`config.mk`:
```
export PLATFORM = sky130hd
export DESIGN_NAME = dhp_host_port
export DESIGN_NICKNAME = d
export VERILOG_FILES = /design/src/dhp_pkg.sv /design/src/dhp_host_port.sv
export VERILOG_INCLUDE_DIRS = /design/src
export SDC_FILE = /design/constraint.sdc
export NUM_CORES = 1
export LEC_CHECK = 0
export ABC_AREA = 1
export BUFFER_PORTS_ARGS = -buffer_cell sky130_fd_sc_hd__buf_4
export CELL_PAD_IN_SITES_DETAIL_PLACEMENT = 1
export CELL_PAD_IN_SITES_GLOBAL_PLACEMENT = 1
export CORE_MARGIN = 3
export CORE_UTILIZATION = 35
export CTS_CLUSTER_DIAMETER = 60
export DETAILED_ROUTE_END_ITERATION = 16
export PLACE_DENSITY = 0.72
export SETUP_SLACK_MARGIN = 0.1
export SLEW_MARGIN = 30
export SYNTH_ARGS = -nofsm -noshare
export SYNTH_HDL_FRONTEND = slang
export SYNTH_SLANG_ARGS = --single-unit
```
`constraint.sdc`:
```
create_clock -name i_clk -period 2.1 [get_ports i_clk]
set_input_delay 0.105 -clock i_clk [delete_from_list [all_inputs] [get_ports i_clk]]
set_output_delay 0.105 -clock i_clk [all_outputs]
set_load 0.03 [all_outputs]
```
`src/dhp_duart_port_map.svh`:
```
// offsets, field positions, reset values and timing counts of the host port
`ifndef DHP_DUART_PORT_MAP_SVH
`define DHP_DUART_PORT_MAP_SVH
`define DHP_OFS_MODE_A      4'h0
`define DHP_OFS_STAT_A      4'h1
`define DHP_OFS_CMD_A       4'h2
`define DHP_OFS_ISR         4'h3
`define DHP_OFS_IMR         4'h4
`define DHP_OFS_TEST        4'h5
`define DHP_OFS_MODE_B      4'h8
`define DHP_OFS_STAT_B      4'h9
`define DHP_OFS_CMD_B       4'ha
`define DHP_OFS_OUTPUT_PORT_CONFIG_REG        4'hb
`define DHP_OFS_IVR         4'hc
`define DHP_OFS_OPR_SET     4'hd
`define DHP_OFS_OPR_CLR     4'he
`define DHP_OFS_TMR_STOP    4'hf
`define DHP_CMD_ENABLE      0
`define DHP_CMD_DISABLE     1
`define DHP_CMD_PTR_RESET   2
`define DHP_IVR_RESET       8'h0f
`define DHP_ZERO_BYTE       8'h00
`define DHP_SYNC_STAGES     2
`endif

```
`src/dhp_pkg.sv`:
```
// types shared by the duart host bus port
package dhp_pkg;
   typedef logic [7:0] dhp_byte_t;
   typedef enum logic [1:0] {
      DHP_IDLE,
      DHP_ACCESS,
      DHP_ACK
   } dhp_state_e;
endpackage

```
`src/dhp_host_port.sv`:
```
// parallel host bus port with register file, reset effects and vectored interrupt
`timescale 1ns/100ps
`include "dhp_duart_port_map.svh"

//Function
// - a low chip select enables byte transfers steered by read/write and the select lines.
// - a high chip select outside an interrupt acknowledge cycle leaves all eight data lines undriven.
// - the four select lines pick which register or port a cycle touches.
// - data line zero carries the least significant bit of each byte.
// - reset clears both status registers, mask, interrupt status, output port and its config.
// - reset loads the interrupt vector with 0f.
// - reset drives all general outputs high and halts the counter/timer.
// - reset makes both channels inactive with their serial outputs at mark.
// - reset clears test modes and points each mode pointer at the first mode register.
// - transfer acknowledge goes low in read and write cycles, and in interrupt acknowledge cycles with an interrupt pending.
// - the open-drain request pulls low while any unmasked interrupt condition holds.
// - an acknowledge with an interrupt pending returns the vector and acknowledges.
module dhp_host_port #(
   parameter int NUM_IRQ = 8
) (
   input  wire logic               i_clk,
   input  wire logic               i_sys_rst,
   input  wire logic               i_ce,
   input  wire logic               i_reset_low_input,
   input  wire logic               i_chip_select_low,
   input  wire logic               i_read_not_write_line,
   input  wire logic [3:0]         i_register_select_lines,
   input  wire logic [7:0]         i_bus_data_lines,
   input  wire logic               i_irq_ack_low,
   input  wire logic [NUM_IRQ-1:0] i_irq_events,
   input  wire logic [7:0]         i_chan_a_status,
   input  wire logic [7:0]         i_chan_b_status,
   input  wire logic [1:0]         i_tx_bit,
   output logic [7:0]              o_bus_data_lines,
   output logic                    o_bus_data_oe,
   output logic                    o_transfer_ack_low,
   output logic                    o_transfer_ack_oe,
   output logic                    o_irq_request_low,
   output logic                    o_irq_request_oe,
   output logic [7:0]              o_general_output_pins,
   output logic [7:0]              o_output_port_config,
   output logic                    o_serial_out_chan_a,
   output logic                    o_serial_out_chan_b,
   output logic [1:0]              o_chan_active,
   output logic                    o_timer_run,
   output logic [7:0]              o_test_mode,
   output logic [15:0]             o_mode_a,
   output logic [15:0]             o_mode_b
);

   // pin synchronisers; first stage feeds only the second
   logic [14:0] pin_s1_r;
   logic [14:0] pin_s2_r;
   wire  [14:0] pin_raw = {i_reset_low_input, i_chip_select_low, i_read_not_write_line,
                           i_irq_ack_low, i_register_select_lines, i_bus_data_lines[6:0]};
   logic        d7_s1_r;
   logic        d7_s2_r;

   always_ff @(posedge i_clk)
   begin
      if (i_sys_rst)
      begin
         pin_s1_r <= 15'h7c00;
         pin_s2_r <= 15'h7c00;
         d7_s1_r  <= 1'b0;
         d7_s2_r  <= 1'b0;
      end
      else if (i_ce)
      begin
         pin_s1_r <= pin_raw;
         pin_s2_r <= pin_s1_r;
         d7_s1_r  <= i_bus_data_lines[7];
         d7_s2_r  <= d7_s1_r;
      end
   end

   wire       rst_pin_low = ~pin_s2_r[14];
   wire       cs_low      = ~pin_s2_r[13];
   wire       rd_cycle    = pin_s2_r[12];
   wire       iack_low    = ~pin_s2_r[11];
   wire [3:0] sel         = pin_s2_r[10:7];
   wire [7:0] wdata       = {d7_s2_r, pin_s2_r[6:0]};
   wire       rst_all     = i_sys_rst | rst_pin_low;

   // handshake state
   dhp_pkg::dhp_state_e state_r;
   dhp_pkg::dhp_state_e state_nxt;
   logic                is_read_r;
   logic                is_iack_r;

   // register file
   logic [7:0]         stat_a_r;
   logic [7:0]         stat_b_r;
   logic [NUM_IRQ-1:0] isr_r;
   logic [NUM_IRQ-1:0] imr_r;
   logic [7:0]         ivr_r;
   logic [7:0]         opr_r;
   logic [7:0]         output_port_config_reg_r;
   logic [7:0]         test_r;
   logic [7:0]         mode_r [2][2];
   logic [1:0]         mode_ptr_r;
   logic [1:0]         active_r;
   logic               timer_run_r;
   logic [7:0]         rdata_r;
   logic               ack_r;
   logic               oe_r;
   logic [1:0]         txd_r;

   wire irq_pending = |(isr_r & imr_r);
   wire start_bus   = (state_r == dhp_pkg::DHP_IDLE) & cs_low;
   wire start_iack  = (state_r == dhp_pkg::DHP_IDLE) & ~cs_low & iack_low & irq_pending;
   wire do_write    = start_bus & ~rd_cycle;
   wire do_read     = start_bus & rd_cycle;
   wire released    = is_iack_r ? ~iack_low : ~cs_low;

   function automatic logic [7:0] dhp_read_mux(input logic [3:0] a, input logic [7:0] m_a,
                                               input logic [7:0] m_b);
      logic [7:0] v;
      v = `DHP_ZERO_BYTE;
      case (a)
         `DHP_OFS_MODE_A:  v = m_a;
         `DHP_OFS_STAT_A:  v = stat_a_r;
         `DHP_OFS_ISR:     v = 8'(isr_r);
         `DHP_OFS_IMR:     v = 8'(imr_r);
         `DHP_OFS_TEST:    v = test_r;
         `DHP_OFS_MODE_B:  v = m_b;
         `DHP_OFS_STAT_B:  v = stat_b_r;
         `DHP_OFS_OUTPUT_PORT_CONFIG_REG:    v = output_port_config_reg_r;
         `DHP_OFS_IVR:     v = ivr_r;
         `DHP_OFS_OPR_SET: v = opr_r;
         default:          v = `DHP_ZERO_BYTE;
      endcase
      return v;
   endfunction

   always_comb
   begin
      state_nxt = state_r;
      case (state_r)
         dhp_pkg::DHP_IDLE:
            if (start_bus | start_iack)
               state_nxt = dhp_pkg::DHP_ACCESS;
         dhp_pkg::DHP_ACCESS:
            state_nxt = dhp_pkg::DHP_ACK;
         dhp_pkg::DHP_ACK:
            if (released)
               state_nxt = dhp_pkg::DHP_IDLE;
         default:
            state_nxt = dhp_pkg::DHP_IDLE;
      endcase
   end

   always_ff @(posedge i_clk)
   begin
      if (rst_all)
      begin
         state_r   <= dhp_pkg::DHP_IDLE;
         is_read_r <= 1'b0;
         is_iack_r <= 1'b0;
         ack_r     <= 1'b0;
         oe_r      <= 1'b0;
         rdata_r   <= `DHP_ZERO_BYTE;
      end
      else if (i_ce)
      begin
         state_r <= state_nxt;
         if (state_r == dhp_pkg::DHP_IDLE)
         begin
            is_read_r <= do_read;
            is_iack_r <= start_iack;
         end
         if (start_iack)
            rdata_r <= ivr_r;
         else if (do_read)
            rdata_r <= dhp_read_mux(sel, mode_r[0][mode_ptr_r[0]], mode_r[1][mode_ptr_r[1]]);
         oe_r  <= (state_nxt != dhp_pkg::DHP_IDLE) & (is_read_r | is_iack_r | do_read | start_iack)
                  & ~(state_r == dhp_pkg::DHP_ACK & released);
         ack_r <= (state_nxt == dhp_pkg::DHP_ACK);
      end
   end

   // per-channel state: mode registers, pointer, enable, serial idle level
   genvar ch;
   generate
      for (ch = 0; ch < 2; ch++)
      begin : g_chan
         wire [3:0] mode_ofs = (ch == 0) ? `DHP_OFS_MODE_A : `DHP_OFS_MODE_B;
         wire [3:0] cmd_ofs  = (ch == 0) ? `DHP_OFS_CMD_A : `DHP_OFS_CMD_B;
         wire       mode_hit = start_bus & (sel == mode_ofs);
         wire       cmd_hit  = do_write & (sel == cmd_ofs);
         always_ff @(posedge i_clk)
         begin
            if (rst_all)
            begin
               mode_ptr_r[ch] <= 1'b0;
               mode_r[ch][0]  <= `DHP_ZERO_BYTE;
               mode_r[ch][1]  <= `DHP_ZERO_BYTE;
               active_r[ch]   <= 1'b0;
               txd_r[ch]      <= 1'b1;
            end
            else if (i_ce)
            begin
               if (mode_hit & ~rd_cycle)
                  mode_r[ch][mode_ptr_r[ch]] <= wdata;
               if (cmd_hit & wdata[`DHP_CMD_PTR_RESET])
                  mode_ptr_r[ch] <= 1'b0;
               else if (mode_hit)
                  mode_ptr_r[ch] <= 1'b1;
               if (cmd_hit & wdata[`DHP_CMD_DISABLE])
                  active_r[ch] <= 1'b0;
               else if (cmd_hit & wdata[`DHP_CMD_ENABLE])
                  active_r[ch] <= 1'b1;
               // idle transmitter sits at mark
               txd_r[ch] <= active_r[ch] ? i_tx_bit[ch] : 1'b1;
            end
         end
      end
   endgenerate

   // shared registers and write side effects
   wire       isr_clr_hit = do_write & (sel == `DHP_OFS_ISR);
   wire [NUM_IRQ-1:0] isr_clr = isr_clr_hit ? wdata[NUM_IRQ-1:0] : '0;

   always_ff @(posedge i_clk)
   begin
      if (rst_all)
      begin
         stat_a_r    <= `DHP_ZERO_BYTE;
         stat_b_r    <= `DHP_ZERO_BYTE;
         isr_r       <= '0;
         imr_r       <= '0;
         opr_r       <= `DHP_ZERO_BYTE;
         output_port_config_reg_r      <= `DHP_ZERO_BYTE;
         ivr_r       <= `DHP_IVR_RESET;
         test_r      <= `DHP_ZERO_BYTE;
         timer_run_r <= 1'b0;
      end
      else if (i_ce)
      begin
         stat_a_r <= i_chan_a_status;
         stat_b_r <= i_chan_b_status;
         // new event wins over a same-cycle clear
         isr_r    <= (isr_r & ~isr_clr) | i_irq_events;
         if (do_write)
         begin
            case (sel)
               `DHP_OFS_IMR:     imr_r  <= wdata[NUM_IRQ-1:0];
               `DHP_OFS_TEST:    test_r <= wdata;
               `DHP_OFS_OUTPUT_PORT_CONFIG_REG:    output_port_config_reg_r <= wdata;
               `DHP_OFS_IVR:     ivr_r  <= wdata;
               `DHP_OFS_OPR_SET: opr_r  <= opr_r | wdata;
               `DHP_OFS_OPR_CLR: opr_r  <= opr_r & ~wdata;
               default:          opr_r  <= opr_r;
            endcase
         end
         // reads of DHP_OFS_OPR_CLR and DHP_OFS_TMR_STOP start and stop the timer
         if (do_read & (sel == `DHP_OFS_OPR_CLR))
            timer_run_r <= 1'b1;
         else if (do_read & (sel == `DHP_OFS_TMR_STOP))
            timer_run_r <= 1'b0;
      end
   end

   // drive data only during a read or vector cycle
   assign o_bus_data_lines      = rdata_r;
   assign o_bus_data_oe         = oe_r;
   // ack stays undriven in an acknowledge cycle without a pending interrupt
   assign o_transfer_ack_low    = ~ack_r;
   assign o_transfer_ack_oe     = ack_r;
   assign o_irq_request_low     = 1'b0;
   assign o_irq_request_oe      = irq_pending;
   // pins are the complement of the port register, so all high after reset
   assign o_general_output_pins = ~opr_r;
   assign o_output_port_config  = output_port_config_reg_r;
   assign o_serial_out_chan_a   = txd_r[0];
   assign o_serial_out_chan_b   = txd_r[1];
   assign o_chan_active         = active_r;
   assign o_timer_run           = timer_run_r;
   assign o_test_mode           = test_r;
   assign o_mode_a              = {mode_r[0][1], mode_r[0][0]};
   assign o_mode_b              = {mode_r[1][1], mode_r[1][0]};

endmodule

```
==> results of run 1 <==
==> where the power goes <==
part	switching (µW)	internal (µW)	total, µW	leakage (µW)
Sequential	84.0	3040	3120	0.00129
Combinational	515	290	805	0.00223
Clock	1210	2130	3330	0.000320
Total	1810	5450	7260	0.00385
==> state kept, by name, summed over array words and instances, names as in the netlist, 2 cells and up, named ones only <==
| signal | flops |
|---|---|
| pin_s2_r | 15 |
| o_test_mode | 8 |
| mode_r | 32 |
| o_output_port_config | 8 |
| o_chan_active | 2 |
| stat_a_r | 8 |
| pin_s1_r | 15 |
| o_bus_data_lines | 8 |
| stat_b_r | 8 |
| imr_r | 8 |
| ivr_r | 8 |
| isr_r | 8 |
| mode_ptr_r | 2 |
| state_r | 2 |
==> metrics by stage <==
stage               utilization  hold slack, ns  cell area, µm²  worst slack, ns
floorplan                     -          0.2047            6528           0.3683
global placement         0.4240          0.3200            7695           0.3678
detailed placement       0.4240          0.3224            7695           0.3137
CTS                      0.4836          0.1065            8776           0.2507
global route             0.4841          0.1213            8786           0.1260
finish                   0.4841          0.1072            8786           0.2745
==> tightest hold or removal path: stages <==
cell and delay, ns:
buf_4 0.12, nand3_1 0.13, a31oi_1 0.11
==> cell families (layout without fill, tap and decap cells) <==
| group | Yosys count | in the layout | share of synthesized area |
|---|---|---|---|
| compound gates | 176 | 176 | 0.1403 |
| flops | 149 | 149 | 0.5060 |
| buf+inv | 97 | 269 | 0.06249 |
| simple gates | 440 | 440 | 0.2906 |
| other cells | 1 | 1 | 0.0005745 |
==> placed cells by master, fill, tap and decap left out, drive strengths merged, types with 2 or more instances in the layout <==
| master | n |
|---|---|
| nand2 | 213 |
| dlygate4sd3 | 43 |
| o21ai | 70 |
| edfxtp | 32 |
| o22ai | 2 |
| nor3 | 2 |
| nand3 | 85 |
| inv | 41 |
| a21oi | 91 |
| nand3b | 9 |
| dfxtp | 117 |
| buf | 142 |
| a31oi | 2 |
| bufinv | 4 |
| a211oi | 9 |
| nand4 | 5 |
| clkbuf | 20 |
| clkinv | 18 |
| nor2 | 125 |
==> layer usage <==
layer,wire length [µm],vias to the layer above
li1,-,3172
met1,10570,3124
met3,758,25
met5,0,-
met2,11600,148
met4,433,0
==> layout make-up <==
type                       count  area, µm²  area share
timing repair buffer         185       1521      0.1732
multi-input combinational    617       2829      0.3220
inverter                      52      195.2     0.02222
tap                          229      286.5     0.03261
clock inverter                12      171.4     0.01951
sequential                   149       3303      0.3760
clock buffer                  20      479.2     0.05454
==> timing repair <==
item | 4_1_cts | 5_1_grt
hold buffers | 43 | 0
gates resized for setup | 0 | 2
endpoints found under the hold margin | 44 | 0
endpoints found under the setup margin | 0 | 3
==> final timing paths <==
| check | slack, ns | cells after the start | to |
|---|---|---|---|
| worst max-delay path | 0.27 | 7 | isr_r[4] |
| worst min-delay path | 0.11 | 3 | state_r[0] |
| worst max register to register | 0.27 | 7 | isr_r[4] |
| worst min register to register | 0.46 | 2 | pin_s2_r[14] |
==> flow_summary.toml, run 1 <==
[sta]
tightest_slew_ns = 0.5667
period_needed_ns = 1.825
setup_viol = 0
hold_violations = 0
max_freq_mhz = 547.8
finalSetupTns_ns = 0
slew_violations = 0
skew_ns = 0.01026
rsz0062_at_grt = "no"
finalCritPeriodShare = 0.8693
slew_headroom = 0.6199

[global_routing]
grt_pass1_wl_mm = 36.47
met1_usage = 0.3011
grt_max_degree = 66
globalRouteMet3Util = 0.03394
top_usage_layer = "met2"
antenna_found_initial = 0
track_usage = 0.2332
grt_pass1_vias = 6665
overflow = 0
grt_use_met2 = 0.4043

[synth]
ys_seq_elements = 149
postSynthCellCount = 863
yosysMostFrequentCell = "nand2_1"
synthDistinctLibCells = 33
postSynth.asyncResetShare = 0
syn-num-nets = 908
synth_top_area_share = 0.3588
synth_edf_count = 32
ys.flop_type = "dfxtp_1"
synthTopCellsByArea = "dfxtp_1, edfxtp_1, nand2_1, a21oi_1, nor2_1"
synth_common_cells = "nand2_1, dfxtp_1, nor2_1"
syn_area_um2 = 6528
synth.avg_cell_area_um2 = 7.564
yosysWarnings = 0
ys_seq_area_frac = 0.5060
yosys.area.top_type = "dfxtp_1"

[placement]
gp_congestion = 0.8568
hpwl_mm = 16.34
portBuffers = 117
dpl.cell_count = 1189

[power_and_ir_drop]
p_leak_uw = 0.003848
power.density_nw_per_um2 = 826.6
peakVddDrop_v = 0.0005724
total_power_uw = 7262

[die]
dieArea_um2 = 20320
die_h_um = 142.6
row_count = 49
core_area_um2 = 18150
ios = 119
die_x_um = 142.6
initial_core_util = 0.3597

[worst_setup_path]
critPathSlowestCell = "dfxtp_1"
path_buf_inv = 1
crit_start = "state_r[1]"
cp_top_family = "simple AND/OR/NAND/NOR gates"
worstPathArrival_ns = 2.11
critPathLaunchType = "register"
cp.required_ns = 2.38
critPathCaptureType = "register"
path_class = "reg2reg"
path_cells = "nor2_2 -> nand3_1 -> nor2_2 -> buf_4 -> nand3_1 -> o21ai_0 -> a21oi_1"
cp_max_fo = 8
cp_slowest_stage_delay_ns = 0.33
r2r-start = "state_r[1]"

[clock_tree]
cts_buffer_depth = 2
worstSkewPairLatency_ns = 0.42
clkSlewWorstSetupHoldPaths_ns = 0.06
h-tree-depth = 4
cts-root-buf = "clkbuf_16"
cts_setup_buffers = 0
cts_tree = "built"
cts.sinks = 149
cts_buffers = 17

[detailed_routing]
vias = 6469
drc = 0
wire_per_inst_um = 18.48
firstDrtPassIters = 5
drt.antenna.violating_nets = 0
via_per_inst = 5.118
wl_mm = 23.37
drt_first_iter_violations = 433

[job]
cap_violations = 0

[cells_and_area]
finalNetCount = 1067
drive_above_1_share = 0.1913
fill_cells = 2233
synthToLayoutAreaGrowth_pct = 34.60
stdcell_count = 1264
antenna_cells = 0

[hold_path]
hp-class = "in2reg"
hold_path.startpoint = "i_ce"

[status]
status = "complete, no violations"
Note: power is estimated with default switching activity, not from simulation.
==> run 2, diff against run 1 <==
==> constraint.sdc (replaced) <==
create_clock -name i_clk -period 2.4 [get_ports i_clk]
set_input_delay 0.12 -clock i_clk [delete_from_list [all_inputs] [get_ports i_clk]]
set_output_delay 0.12 -clock i_clk [all_outputs]
set_load 0.03 [all_outputs]
==> run 2 against run 1 <==
Global-route usage shrank 0.28 points. Combinational power shrank 13%. Worst setup slack gained 0.078 ns. Utilization shrank 0.31 points. Sequential power shrank 13%.
==> flow_summary.toml, run 2 (same netlist as run 1, synthesis figures left out) <==
[clock_tree]
cts_buffer_depth = 2
worstSkewPairLatency_ns = 0.43
cts-root-buf = "clkbuf_16"
cts_resized = 0
cts_tree = "built"
h-tree-depth = 4
cts.sinks = 149
cts_buffers = 17
cts_setup_buffers = 0
clkSlewWorstSetupHoldPaths_ns = 0.06
ctsHoldBuffers = 43

[die]
row_count = 49
dieArea_um2 = 20320
ios = 119
core_area_um2 = 18150
die_x_um = 142.6
die_h_um = 142.6
initial_core_util = 0.3597

[status]
status = "complete, no violations"

[power_and_ir_drop]
power.density_nw_per_um2 = 719.7
peakVddDrop_v = 0.0004980
p_leak_uw = 0.003802

[worst_setup_path]
path_buf_inv = 0
cp.required_ns = 2.49
critPathLaunchType = "register"
cp_max_fo = 8
crit_top_cell = "nor2_2"
path_cells = "nor2_2 -> nand3_1 -> nor2_2 -> nand4_1 -> nand2_1"
crit_start = "state_r[1]"
critPathSlowestCell = "nor2_2"
worstPathArrival_ns = 2.13
critPathCapture = "mode_r[1][11]"
critPathCaptureType = "register"
reg2reg_slack_ns = 0.35
crit_cells = 5
r2r-start = "state_r[1]"
cp_top_family = "simple AND/OR/NAND/NOR gates"
r2r_cells = 5
path_class = "reg2reg"
cp_slowest_stage_delay_ns = 0.47
worstReg2RegEnd = "mode_r[1][11]"

[global_routing]
grt_pass1_vias = 6494
overflow = 0
grt_max_degree = 42
track_usage = 0.2304
antenna_found_initial = 0
grt_pass1_wl_mm = 35.90

[detailed_routing]
drc = 0
wire_per_inst_um = 18.46
drt_first_iter_violations = 398
drt.antenna.violating_nets = 0
vias = 6433
wl_mm = 23.24
firstDrtPassIters = 5
via_per_inst = 5.110

[hold_path]
hold_path.startpoint = "i_ce"
hp-class = "in2reg"

[sta]
finalSetupTns_ns = 0
period_needed_ns = 2.047
slew_headroom = 0.5835
tightest_slew_ns = 0.6241
skew_ns = 0.006783
slew_violations = 0
setup_viol = 0
finalCritPeriodShare = 0.8530
fin_ws_ns = 0.3529
hold_violations = 0
rsz0062_at_grt = "no"
max_freq_mhz = 488.5

[cells_and_area]
reg_top3 = "mode_r: 32 flops, pin_s1_r: 15 flops, pin_s2_r: 15 flops"
antenna_cells = 0
largest_reg_flops = 32
multi_input_area_um2 = 2819
finalNetCount = 1063
drive_above_1_share = 0.1854
final_common_cell = "nand2_1"
register_area_um2 = 3303
layout_common_cells = "nand2_1, buf_4, dfxtp_1"
design_area_um2 = 8730
regMostFlops = "mode_r"
fill_cells = 2218
synthToLayoutAreaGrowth_pct = 33.74

[job]
cap_violations = 0

[placement]
portBuffers = 117
gp_congestion = 0.8420
placed_area_um2 = 7665
hpwl_mm = 16.18
dp_slack_ns = 0.3419
run 2: worst min path at each step:
stage              endpoint  cells past startpoint  slack [ns]
2_1_floorplan  pin_s2_r[10]                      2        0.22
3_3_place_gp   pin_s1_r[14]                      3        0.34
3_5_place_dp   pin_s1_r[11]                      3        0.34
4_1_cts          state_r[0]                      3        0.11
5_1_grt          state_r[0]                      3        0.16
6_report         state_r[0]                      3        0.12
run 2: cell type report:
cell class                      instances  share of cell area
Clock buffer                           25             0.06292
Clock inverter                          6            0.009746
Inverter                               52             0.02236
Multi-Input combinational cell        617              0.3229
Sequential cell                       149              0.3784
Tap cell                              229             0.03282
Timing Repair Buffer                  181              0.1708
run 2: metrics by stage:
| stage | total power (µW) | std cells | hold slack (ns) | util |
|---|---|---|---|---|
| final | 6283 | 1259 | 0.1198 | 0.4810 |
| after CTS | 6302 | 1259 | 0.1105 | 0.4810 |
| after global placement | 3420 | 1185 | 0.3353 | 0.4224 |
| after detailed placement | 3427 | 1185 | 0.3391 | 0.4224 |
| after global routing | 6499 | 1259 | 0.1579 | 0.4810 |
| after floorplan | 3138 | 863 | 0.2197 | - |
run 2: power by group:
part	switching (µW)	leakage [µW]	internal [µW]
logic	450	0.00220	250
clock network	1060	0.000307	1790
registers	74.2	0.00129	2660
run 2: worst reg2reg max path, cell delays in order, from the launching register on:
cell and delay [ns]:
dfxtp_1 0.33, nor2_2 0.19, nand3_1 0.16, nor2_2 0.47
nand4_1 0.22, nand2_1 0.34
run 2: routing by layer:
layer  up-vias  routed length, µm  share of wire  track usage
met4         0                533          0.023      0.07554
met1      3097              10570           0.46       0.3023
li1       3164                  -              -            -
met3        32                895          0.039      0.03999
met2       140              11230           0.48       0.3860
met5         -                  0              0            0
==> run 3, diff against run 2 <==
--- a/config.mk
+++ b/config.mk
@@ -10,13 +10,13 @@
 export BUFFER_PORTS_ARGS = -buffer_cell sky130_fd_sc_hd__buf_4
 export CELL_PAD_IN_SITES_DETAIL_PLACEMENT = 1
 export CELL_PAD_IN_SITES_GLOBAL_PLACEMENT = 1
-export CORE_MARGIN = 3
 export CORE_UTILIZATION = 35
 export CTS_CLUSTER_DIAMETER = 60
 export DETAILED_ROUTE_END_ITERATION = 16
 export PLACE_DENSITY = 0.72
-export SETUP_SLACK_MARGIN = 0.1
+export SETUP_SLACK_MARGIN = 0.15
 export SLEW_MARGIN = 30
 export SYNTH_ARGS = -nofsm -noshare
 export SYNTH_HDL_FRONTEND = slang
 export SYNTH_SLANG_ARGS = --single-unit
+export TNS_END_PERCENT = 30
==> run 3 against run 2 <==
The flow now finishes with violations (design-rule violations). Register-to-register slack improved by 0.09 ns. Critical path depth unchanged. Hold slack better by 0.050 ns. Final area fell by 0.66%. First-iteration DRC count up 12%. Clock-buffer cell count is 5 lower. Via count about the same. Die area is 5.5% lower. Highest routed layer unchanged. Sequential share of layout area grew 0.25 points. Total power decreased by 3.1%.
==> flow_summary.toml, run 3 (same netlist as run 1, synthesis figures left out) <==
[detailed_routing]
vias = 6427
drt_first_iter_violations = 445
wire_per_inst_um = 18.50
wl_mm = 23.33
via_per_inst = 5.097
drt.antenna.violating_nets = 0
firstDrtPassIters = 11
drc = 10

[die]
core_area_um2 = 18150
die_x_um = 138.6
initial_core_util = 0.3597
row_count = 49
dieArea_um2 = 19200
die_h_um = 138.6
ios = 119

[power_and_ir_drop]
peakVddDrop_v = 0.0005004
power.density_nw_per_um2 = 702.1
p_leak_uw = 0.003772

[worst_setup_path]
path_buf_inv = 0
critPathLaunchType = "register"
cp.required_ns = 2.49
path_cells = "nor2_2 -> nand3_1 -> nor2_4 -> nand4_1 -> nand2_1"
critPathCaptureType = "register"
path_class = "reg2reg"
worstPathArrival_ns = 2.04
cp_top_family = "simple AND/OR/NAND/NOR gates"
cp_max_fo = 8
critPathSlowestCell = "dfxtp_1"
cp_slowest_stage_delay_ns = 0.33

[sta]
tightest_slew_ns = 0.6221
fin_ws_ns = 0.4423
skew_ns = 0.01052
setup_viol = 0
timing.hold.ws_ns = 0.1701
slew_headroom = 0.5827
period_needed_ns = 1.958
finalSetupTns_ns = 0
slew_violations = 0
hold_violations = 0
rsz0062_at_grt = "no"
max_freq_mhz = 510.8
finalCritPeriodShare = 0.8157

[global_routing]
grt_max_degree = 42
antenna_found_initial = 0
overflow = 0
track_usage = 0.2500
grt_pass1_wl_mm = 36.26
grt_pass1_vias = 6501

[cells_and_area]
finalNetCount = 1064
synthToLayoutAreaGrowth_pct = 32.85
stdcell_count = 1261
design_area_um2 = 8672
largest_reg_flops = 32
layout_common_cells = "nand2_1, buf_4, dfxtp_1"
regMostFlops = "mode_r"
final_common_cell = "nand2_1"
antenna_cells = 0
drive_above_1_share = 0.1880
reg_top3 = "mode_r: 32 flops, pin_s1_r: 15 flops, pin_s2_r: 15 flops"

[placement]
dp_slack_ns = 0.3170
hpwl_mm = 16.01
portBuffers = 117
gp_congestion = 0.8234
placed_area_um2 = 7660
dpl.cell_count = 1186

[clock_tree]
cts.sinks = 149
worstSkewPairLatency_ns = 0.43
cts_buffer_depth = 2
cts_buffers = 17
h-tree-depth = 4
clkSlewWorstSetupHoldPaths_ns = 0.06
cts_setup_buffers = 0
cts-root-buf = "clkbuf_16"
cts_tree = "built"

[hold_path]
hp-class = "in2reg"

[job]
cap_violations = 0

[status]
violations = "design-rule violations"
status = "finished, violations left"
==> run 3: worst reg2reg max path: cells and delay by family, from the launching register on <==
family	cells	cell delay, ns
and+or+nand+nor	5	1.29
DFF	1	0.33
==> run 3: final timing paths <==
path	startpoint	to	slack [ns]	depth (start not counted)
setup / recovery	state_r[1]	mode_r[1][4]	0.44	5
hold / removal	i_ce	state_r[0]	0.17	3
setup reg to reg	state_r[1]	mode_r[1][4]	0.44	5
hold reg to reg	pin_s2_r[14]	pin_s2_r[14]	0.45	2
==> run 3: area by class of cell <==
type | count | area [µm²]
Fill cell | 2270 | 9475
Sequential cell | 149 | 3303
Multi-Input combinational cell | 617 | 2824
Timing Repair Buffer | 182 | 1486
Clock buffer | 20 | 450.4
Tap cell | 229 | 286.5
Inverter | 52 | 195.2
Clock inverter | 12 | 126.4
==> run 3: metal layers <==
| metal | global-route usage | wire length (µm) | vias to the layer above |
|---|---|---|---|
| li1 | - | - | 3161 |
| met1 | 0.3206 | 10650 | 3109 |
| met2 | 0.4264 | 11540 | 129 |
| met3 | 0.04144 | 722 | 28 |
| met4 | 0.08457 | 414 | 0 |
| met5 | 0 | 0 | - |
==> run 3: power breakdown <==
group	internal [µW]	switching [µW]
registers	2660	76.1
clock network	1570	1090
logic	248	448
==> run 3: per-stage QoR <==
stage / util / total power, µW
5_1_grt: 0.4779 / 6291
3_3_place_gp: 0.4221 / 3416
3_5_place_dp: 0.4221 / 3424
6_report: 0.4779 / 6089
2_1_floorplan: - / 3138
4_1_cts: 0.4776 / 6113
==> run 3: timing repair <==
item                                    CTS  global route
hold buffers                             43             0
resized for setup                         0             1
endpoints found under the setup margin    0             3
hold endpoints to repair                 44             0
